$ cat config.mk
export PLATFORM = sky130hd
export DESIGN_NAME = adcsr_port
export DESIGN_NICKNAME = d
export VERILOG_FILES = /design/src/adcsr_pkg.sv /design/src/adcsr_stream_if.sv /design/src/adcsr_fifo.sv /design/src/adcsr_port.sv
export VERILOG_INCLUDE_DIRS = /design/src
export SDC_FILE = /design/constraint.sdc
export NUM_CORES = 1
export LEC_CHECK = 0
export BUFFER_PORTS_ARGS = -buffer_cell sky130_fd_sc_hd__buf_2
export CAP_MARGIN = 20
export CORE_AREA = 8 8 221 223
export DETAILED_ROUTE_END_ITERATION = 8
export DIE_AREA = 0 0 229 231
export GPL_TIMING_DRIVEN = 1
export HOLD_SLACK_MARGIN = 0.12
export PLACE_DENSITY = 0.51
export SETUP_SLACK_MARGIN = 0.15
export SLEW_MARGIN = 20
export SYNTH_ARGS = -nofsm -noshare
export SYNTH_HDL_FRONTEND = slang
export SYNTH_SLANG_ARGS = --single-unit
$ cat constraint.sdc
create_clock -name i_clk -period 3.2 [get_ports i_clk]
set_input_delay 0.32 -clock i_clk [delete_from_list [all_inputs] [get_ports i_clk]]
set_output_delay 0.32 -clock i_clk [all_outputs]
set_load 0.03 [all_outputs]
$ cat src/adcsr_defs.svh
`ifndef ADCSR_DEFS_SVH
`define ADCSR_DEFS_SVH

// Frame layout
`define ADCSR_FRAME_BITS    19
`define ADCSR_RESULT_BITS   16
`define ADCSR_BIT_PENDING   18
`define ADCSR_BIT_CHANNEL   17
`define ADCSR_BIT_SIGN      16
`define ADCSR_LAST_FALL     5'h12

// Raw filter word and its clamping
`define ADCSR_RAW_BITS      18
`define ADCSR_RAW_MAX       18'sh08000
`define ADCSR_RAW_MIN       18'sh37fff
`define ADCSR_RAW_OFFSET    18'h10000
`define ADCSR_CODE_OVER     17'h18000
`define ADCSR_CODE_UNDER    17'h07fff

// Timing
`define ADCSR_CLK_HZ        40000000
`define ADCSR_EXT_MIN_HZ    2560
`define ADCSR_EXT_TIMEOUT   ((`ADCSR_CLK_HZ + `ADCSR_EXT_MIN_HZ - 1) / `ADCSR_EXT_MIN_HZ)
`define ADCSR_CONV_TICKS    20510
`define ADCSR_INT_DIV       287
`define ADCSR_SCK_DIV       8
`define ADCSR_FIFO_DEPTH    16

`endif

$ cat src/adcsr_pkg.sv
package adcsr_pkg;

    // Converter operating cycle
    typedef enum logic [1:0] {
        ST_CONVERT,
        ST_SLEEP,
        ST_OUTPUT
    } adcsr_state_type;

endpackage

$ cat src/adcsr_stream_if.sv
`timescale 1ns/10ps

// Valid/ready word stream between the port and its buffer
interface adcsr_stream_if #(parameter int WIDTH = 18);
    logic             valid;  // Word offered
    logic             ready;  // Word accepted
    logic [WIDTH-1:0] data;   // Word itself

    modport src (output valid, output data, input ready);
    modport snk (input valid, input data, output ready);
endinterface

$ cat src/adcsr_fifo.sv
`timescale 1ns/10ps

// Result buffer; output word always comes from a register
module adcsr_fifo #(
    parameter int WIDTH = 18,
    parameter int DEPTH = 16
) (
    input  wire logic       i_clk,
    input  wire logic       i_resetn,
    adcsr_stream_if.snk     s_in,
    adcsr_stream_if.src     s_out
);
    localparam int AW = $clog2(DEPTH);

    if (DEPTH < 2 || (1 << AW) != DEPTH || WIDTH < 1)
    begin : g_bad_fifo
        $error("adcsr_fifo: depth must be a power of two >= 2");
    end

    typedef struct packed {
        logic [DEPTH-1:0][WIDTH-1:0] mem;   // Storage
        logic [AW-1:0]               wr;    // Write pointer
        logic [AW-1:0]               rd;    // Read pointer
        logic [AW:0]                 cnt;   // Words in storage
        logic                        oval;  // Output register full
        logic [WIDTH-1:0]            odat;  // Output register
    } adcsr_fifo_type;

    adcsr_fifo_type core;
    adcsr_fifo_type next_core;
    logic           push;
    logic           load;

    // Back-pressure: refuse while storage is full
    assign s_in.ready  = (core.cnt != (AW+1)'(DEPTH));
    assign s_out.valid = core.oval;
    assign s_out.data  = core.odat;

    ////////////////////////////////////////////////////////////////////
    // Next state
    always_comb
    begin
        next_core = core;
        push = s_in.valid && s_in.ready;
        // Refill output register when empty or being taken
        load = (!core.oval || s_out.ready) && (core.cnt != '0);
        if (s_out.ready && core.oval)
        begin
            next_core.oval = 1'b0;
        end
        if (load)
        begin
            next_core.odat = core.mem[core.rd];
            next_core.oval = 1'b1;
            next_core.rd   = core.rd + 1'b1;
        end
        if (push)
        begin
            next_core.mem[core.wr] = s_in.data;
            next_core.wr           = core.wr + 1'b1;
        end
        next_core.cnt = core.cnt + (AW+1)'(push) - (AW+1)'(load);
    end

    // State register
    always_ff @(posedge i_clk)
    begin
        if (!i_resetn)
        begin
            core <= '0;
        end
        else
        begin
            core <= next_core;
        end
    end
endmodule

$ cat src/adcsr_port.sv
`timescale 1ns/10ps
`include "adcsr_defs.svh"
module adcsr_port
    import adcsr_pkg::*;
#(
    parameter int FIFO_DEPTH  = `ADCSR_FIFO_DEPTH,
    parameter int CONV_TICKS  = `ADCSR_CONV_TICKS,
    parameter int INT_DIV     = `ADCSR_INT_DIV,
    parameter int EXT_TIMEOUT = `ADCSR_EXT_TIMEOUT
) (
    input  wire logic                       i_clk,
    input  wire logic                       i_resetn,
    input  wire logic                       i_cs_n,
    input  wire logic                       i_sck,
    output logic                            o_sck,
    output logic                            o_sck_oe_n,
    output logic                            o_sdo,
    output logic                            o_sdo_oe_n,
    input  wire logic                       i_conversion_clock_pin,
    input  wire logic                       i_sample_valid,
    input  wire logic [`ADCSR_RAW_BITS-1:0] i_sample_data,
    output logic                            o_sample_ready,
    output logic                            o_ext_clock
);
    localparam int CW = $clog2(CONV_TICKS + 1);
    localparam int OW = $clog2(INT_DIV + 1);
    localparam int IW = $clog2(EXT_TIMEOUT + 1);

    if (CONV_TICKS < 1 || INT_DIV < 2 || EXT_TIMEOUT < 2 || FIFO_DEPTH < 2)
    begin : g_bad_param
        $error("adcsr_port: counts out of range");
    end

    typedef struct packed {
        adcsr_state_type         st;          // Operating state
        logic [`ADCSR_FRAME_BITS-1:0] shift;  // Output shifter
        logic [4:0]              fall_cnt;    // Falling edges in frame
        logic                    int_sck;     // Internal serial clock mode
        logic                    sel_pending; // Mode pick after reset
        logic                    ch;          // Channel now converting
        logic                    cs_q;        // Select, last cycle
        logic                    sck_q;       // Serial clock, last cycle
        logic                    fpin_q;      // Conversion clock pin, last
        logic [CW-1:0]           conv_cnt;    // Conversion ticks so far
        logic [OW-1:0]           osc_cnt;     // Internal oscillator divider
        logic [IW-1:0]           idle_cnt;    // Cycles since pin edge
        logic                    ext_on;      // External clock present
        logic [2:0]              div_cnt;     // Serial clock divider
        logic                    isck;        // Generated serial clock
        logic                    sck_drv;     // Driving clock pin
        logic                    sdo;         // Data pin level
        logic                    sdo_en;      // Data pin driven
    } adcsr_core_type;

    adcsr_core_type core;
    adcsr_core_type next_core;

    adcsr_stream_if #(.WIDTH(`ADCSR_RAW_BITS)) buf_in ();
    adcsr_stream_if #(.WIDTH(`ADCSR_RAW_BITS)) buf_out ();

    logic        tick;      // One conversion clock period
    logic        fpin_rise; // External clock edge
    logic        run;       // Internal clock generation active
    logic        rise;      // Serial clock rising, either source
    logic        fall;      // Serial clock falling, either source
    logic        start;     // Begin a conversion
    logic        pop;       // Take a result from the buffer
    logic [16:0] code;      // Sign plus result after clamping
    logic [`ADCSR_RAW_BITS-1:0] biased;

    ////////////////////////////////////////////////////////////////////
    // Result buffer; stalls the filter while its storage is full
    assign buf_in.valid   = i_sample_valid;
    assign buf_in.data    = i_sample_data;
    assign o_sample_ready = buf_in.ready;
    assign buf_out.ready  = pop;

    adcsr_fifo #(
        .WIDTH (`ADCSR_RAW_BITS),
        .DEPTH (FIFO_DEPTH)
    ) u_fifo (
        .i_clk    (i_clk),
        .i_resetn (i_resetn),
        .s_in     (buf_in),
        .s_out    (buf_out)
    );

    assign o_sck       = core.isck;
    assign o_sck_oe_n  = ~core.sck_drv;
    assign o_sdo       = core.sdo;
    assign o_sdo_oe_n  = ~core.sdo_en;
    assign o_ext_clock = core.ext_on;

    ////////////////////////////////////////////////////////////////////
    // Result coding
    always_comb
    begin
        biased = buf_out.data + `ADCSR_RAW_OFFSET;
        if ($signed(buf_out.data) > `ADCSR_RAW_MAX)
        begin
            code = `ADCSR_CODE_OVER;
        end
        else if ($signed(buf_out.data) < `ADCSR_RAW_MIN)
        begin
            code = `ADCSR_CODE_UNDER;
        end
        else
        begin
            code = biased[16:0];
        end
    end

    ////////////////////////////////////////////////////////////////////
    // Next state
    always_comb
    begin
        next_core        = core;
        next_core.cs_q   = i_cs_n;
        next_core.sck_q  = i_sck;
        next_core.fpin_q = i_conversion_clock_pin;
        start = 1'b0;
        pop   = 1'b0;

        fpin_rise = i_conversion_clock_pin && !core.fpin_q;
        if (fpin_rise)
        begin
            next_core.idle_cnt = '0;
            next_core.ext_on   = 1'b1;
        end
        else if (core.idle_cnt == IW'(EXT_TIMEOUT - 1))
        begin
            // quiet pin falls back to oscillator
            next_core.ext_on = 1'b0;
        end
        else
        begin
            next_core.idle_cnt = core.idle_cnt + 1'b1;
        end

        // Oscillator held still while external clock runs
        if (core.ext_on || core.osc_cnt == OW'(INT_DIV - 1))
        begin
            next_core.osc_cnt = '0;
        end
        else
        begin
            next_core.osc_cnt = core.osc_cnt + 1'b1;
        end
        // source swap only shifts tick timing
        tick = core.ext_on ? fpin_rise : (core.osc_cnt == OW'(INT_DIV - 1));

        if (core.sel_pending)
        begin
            next_core.int_sck     = i_sck;
            next_core.sel_pending = 1'b0;
        end
        else if (core.cs_q && !i_cs_n)
        begin
            next_core.int_sck = i_sck;
        end

        run = core.int_sck && !core.cs_q && !i_cs_n && core.st != ST_CONVERT;
        if (!run)
        begin
            next_core.div_cnt = '0;
            next_core.isck    = 1'b0;
        end
        else if (tick)
        begin
            next_core.div_cnt = core.div_cnt + 1'b1;
            if (core.div_cnt[1:0] == 2'b11)
            begin
                next_core.isck = ~core.isck;
            end
        end
        // pin left alone in external mode
        next_core.sck_drv = run;

        // clock edges count only while selected
        if (core.int_sck)
        begin
            rise = run && tick && core.div_cnt[1:0] == 2'b11 && !core.isck;
            fall = run && tick && core.div_cnt[1:0] == 2'b11 && core.isck;
        end
        else
        begin
            rise = !i_cs_n && i_sck && !core.sck_q;
            fall = !i_cs_n && !i_sck && core.sck_q;
        end

        case (core.st)
            ST_CONVERT:
            begin
                if (core.conv_cnt != CW'(CONV_TICKS))
                begin
                    if (tick)
                    begin
                        next_core.conv_cnt = core.conv_cnt + 1'b1;
                    end
                end
                else if (buf_out.valid)
                begin
                    pop = 1'b1;
                    next_core.shift = {1'b0, core.ch, code};
                    next_core.st    = ST_SLEEP;
                end
            end
            ST_SLEEP:
            begin
                if (!i_cs_n && rise)
                begin
                    next_core.st       = ST_OUTPUT;
                    next_core.fall_cnt = '0;
                end
            end
            ST_OUTPUT:
            begin
                if (i_cs_n)
                begin
                    start = 1'b1;
                end
                else if (fall)
                begin
                    next_core.shift    = {core.shift[17:0], 1'b1};
                    next_core.fall_cnt = core.fall_cnt + 1'b1;
                    if (core.fall_cnt == `ADCSR_LAST_FALL)
                    begin
                        start = 1'b1;
                    end
                end
            end
            default:
            begin
                start = 1'b1;
            end
        endcase

        if (start)
        begin
            next_core.st       = ST_CONVERT;
            next_core.conv_cnt = '0;
            next_core.ch       = ~core.ch;
            next_core.fall_cnt = '0;
        end

        // flag follows state without a clock
        next_core.sdo    = (next_core.st == ST_CONVERT) || next_core.shift[18];
        next_core.sdo_en = !i_cs_n;
    end

    // State register
    always_ff @(posedge i_clk)
    begin
        if (!i_resetn)
        begin
            core             <= '0;
            core.cs_q        <= 1'b1;
            core.sel_pending <= 1'b1;
            core.sdo         <= 1'b1;
        end
        else
        begin
            core <= next_core;
        end
    end
endmodule

==> results.txt <==
critical path type - register to register
post-route DRC violation count - 0
TritonCTS clock tree - done
Placement Setup Slack - 0.186 ns
Leakage - 8.99 nW
pwr/cell area - 633 mW/mm²
clock-pin transition on the worst setup and hold timing paths - 0.06 ns
FF/Latch Area - 0.00796 mm²
num ports - 30
later-pin clock latency in the skew report - 0.56 ns
relative slew slack - 47.9%
Root Driver - clkbuf_16
Peak VDD IR - 0.326 mV
CP dominant cell by count - a21oi_2
H-tree Lvls - 2
Post-synth EDFFs - 0
layout cell share with drive strength beyond 1 - 15.6%
CP startpoint kind - register
most frequent cells in the layout - dfxtp_1 (392), nor2_1 (348), mux2i_1 (321)
outcome - complete, no violations
site row count - 78
Synth Instances - 1687
Hold Violations, Final - 0
routed length per instance - 19.4 µm
CTS Buf Count - 45
CP Max Fanout - 3
RSZ-0062 raised after global routing - no
Crit. End Element - register
syn_nets - 1732
die span in y - 231 µm
Fin Clk Skew - 0.0128 ns
routed via count - 12400
Syn. warnings - 0
vias in the first global route - 12000
NumNets Final - 1732
Hold Crit Class - primary input to register
post-route core utilization - 44.1%
largest net degree at the start of global routing - 143
diode count - 0
Layout area overhead - 14.2%
Synth area leaders - dfxtp_1 (46%), mux2i_1 (18%), mux4_2 (8.9%)
multi-input logic area - 0.00888 mm²
drt first pass iters - 5
clk sinks - 397
overflow left after global routing - 0
Core Region - 0.0451 mm²
Slowest-stage cell, CP - or4_4
WP buf/inv - 1
register area share after synthesis - 45.6%
DP HPWL - 27.3 mm
GRT Resource Usage Total - 16.6%
count of pins over their slew limit - 0
Final TNS setup - 0 ns
Mean Syn Cell Area - 10.3 µm²
Pwr Total - 12.6 mW
fill count - 4312
Cell variety after synth - 63
final wirelength - 45.0 mm
commonest non-fill, non-tap cell in the layout - dfxtp_1
Die X-Extent - 229 µm
hold slack - 0.191 ns
initial antenna violation count - 0
Initial Util - 38.6%
Port Buf Inserts - 29
global placer's final weighted congestion - 0.786
first-pass GRT wire length - 70.7 mm
vias per cell - 5.32
CP delay by family, top - simple AND/OR/NAND/NOR gates
Max Root-Sink Buffers - 3
full die area - 0.0529 mm²
Cell Chain, Critical Path - or4_4 -> nor4_4 -> a21boi_2 -> nor2_4 -> ha_4 -> inv_1 -> ha_2 -> fa_2 -> a21oi_2 -> nor2_2 -> or3_4 -> a21oi_2
fin crit share - 92.7%
worst endpoint data arrival time - 3.46 ns
ys async rst share - 0%
largest area contributor in the netlist - dfxtp_1
Final setup viols - 0
Max stage delay on crit path - 0.56 ns
Worst-Margin Slew - 0.782 ns
Initial DRC Count - 900
Tmin final - 2.97 ns
Synth Cell Area - 0.0174 mm²
ys flop type - dfxtp_1
worst endpoint required time - 3.69 ns
max frequency - 337 MHz
number of routed nets with antenna violations - 0
max cap viols - 0
fin worst setup slack - 0.232 ns
Synth top area share - 45.6%
FF+latch count, synth - 397
[flip-flops by register name, summed over array words and instances, names as in the netlist]
name	cells
u_fifo.s_out.data	18
core	74
o_sdo	1
u_fifo.core	301
u_fifo.s_out.valid	1
o_sck	1
o_ext_clock	1
[Yosys cell counts (20+ instances only)]
library cell and n:
mux4_2 69, nand3_1 51, nor2_1 349, a31oi_1 20, o21ai_0 34, buf_2 43, inv_1 25, ha_1 20
dfxtp_1 397, xnor2_1 24, nand2_1 30, mux2i_1 321, a21oi_1 27, clkbuf_1 85
[final timing paths]
path / start / end / slack, ns / cells past startpoint
setup / recovery: core[38] / u_fifo.core[23] / 0.23 / 12
hold / removal: i_sample_data[16] / u_fifo.core[246] / 0.19 / 3
setup reg to reg: core[38] / u_fifo.core[23] / 0.23 / 12
hold reg to reg: core[63] / core[64] / 0.47 / 2
[final cells by class]
type / count / area share [%]
clock inverters: 18 / 0.887
inverters: 26 / 0.529
multi-input cells: 1128 / 44.7
flip-flops and latches: 397 / 40.0
well taps: 600 / 3.78
clock buffers: 65 / 6.60
repair buffers: 89 / 3.54
[kinds of logic after synthesis]
logic type	Yosys count	synth area share [%]
xor gates and xnor gates	40	2.01
DFF	397	45.6
buffers and inverters	162	3.89
muxes	391	27.4
and+or+nand+nor	519	13.3
adders and majority gates	21	1.55
AOI/OAI and AO/OA	157	6.14
[metrics by stage]
step / instances / cell area [µm²]
3_5_place_dp: 2232 / 18300
5_1_grt: 2323 / 19900
6_report: 2323 / 19900
4_1_cts: 2318 / 19800
2_1_floorplan: 1687 / 17400
3_3_place_gp: 2232 / 18300
[worst register-to-register path: cells and delay by family (launching register included)]
kind | cells | cell delay [ns]
AOI/OAI and AO/OA | 3 | 0.41
DFF | 1 | 0.32
adders and majority gates | 3 | 0.65
buffers and inverters | 1 | 0.03
and+or+nand+nor | 5 | 1.49
[timing repair]
action	4_1_cts	5_1_grt
gates resized for setup	0	5
hold buffers	3	0
endpoints found under the hold margin	6	0
buffers inserted	0	5
setup endpoints to repair	0	1
[metal layers]
layer	share of wire (%)	track usage, %
met1	47	22.5
met2	46	26.9
met3	4.5	3.12
met4	2.4	4.82
met5	0	0
[power breakdown]
part | switching [mW] | internal, mW | total [mW] | leakage [nW]
logic | 1.20 | 0.908 | 2.11 | 5.03
registers | 0.193 | 5.13 | 5.32 | 3.21
clock network | 2.07 | 3.09 | 5.16 | 0.747
(Power assumes the default switching activity.)
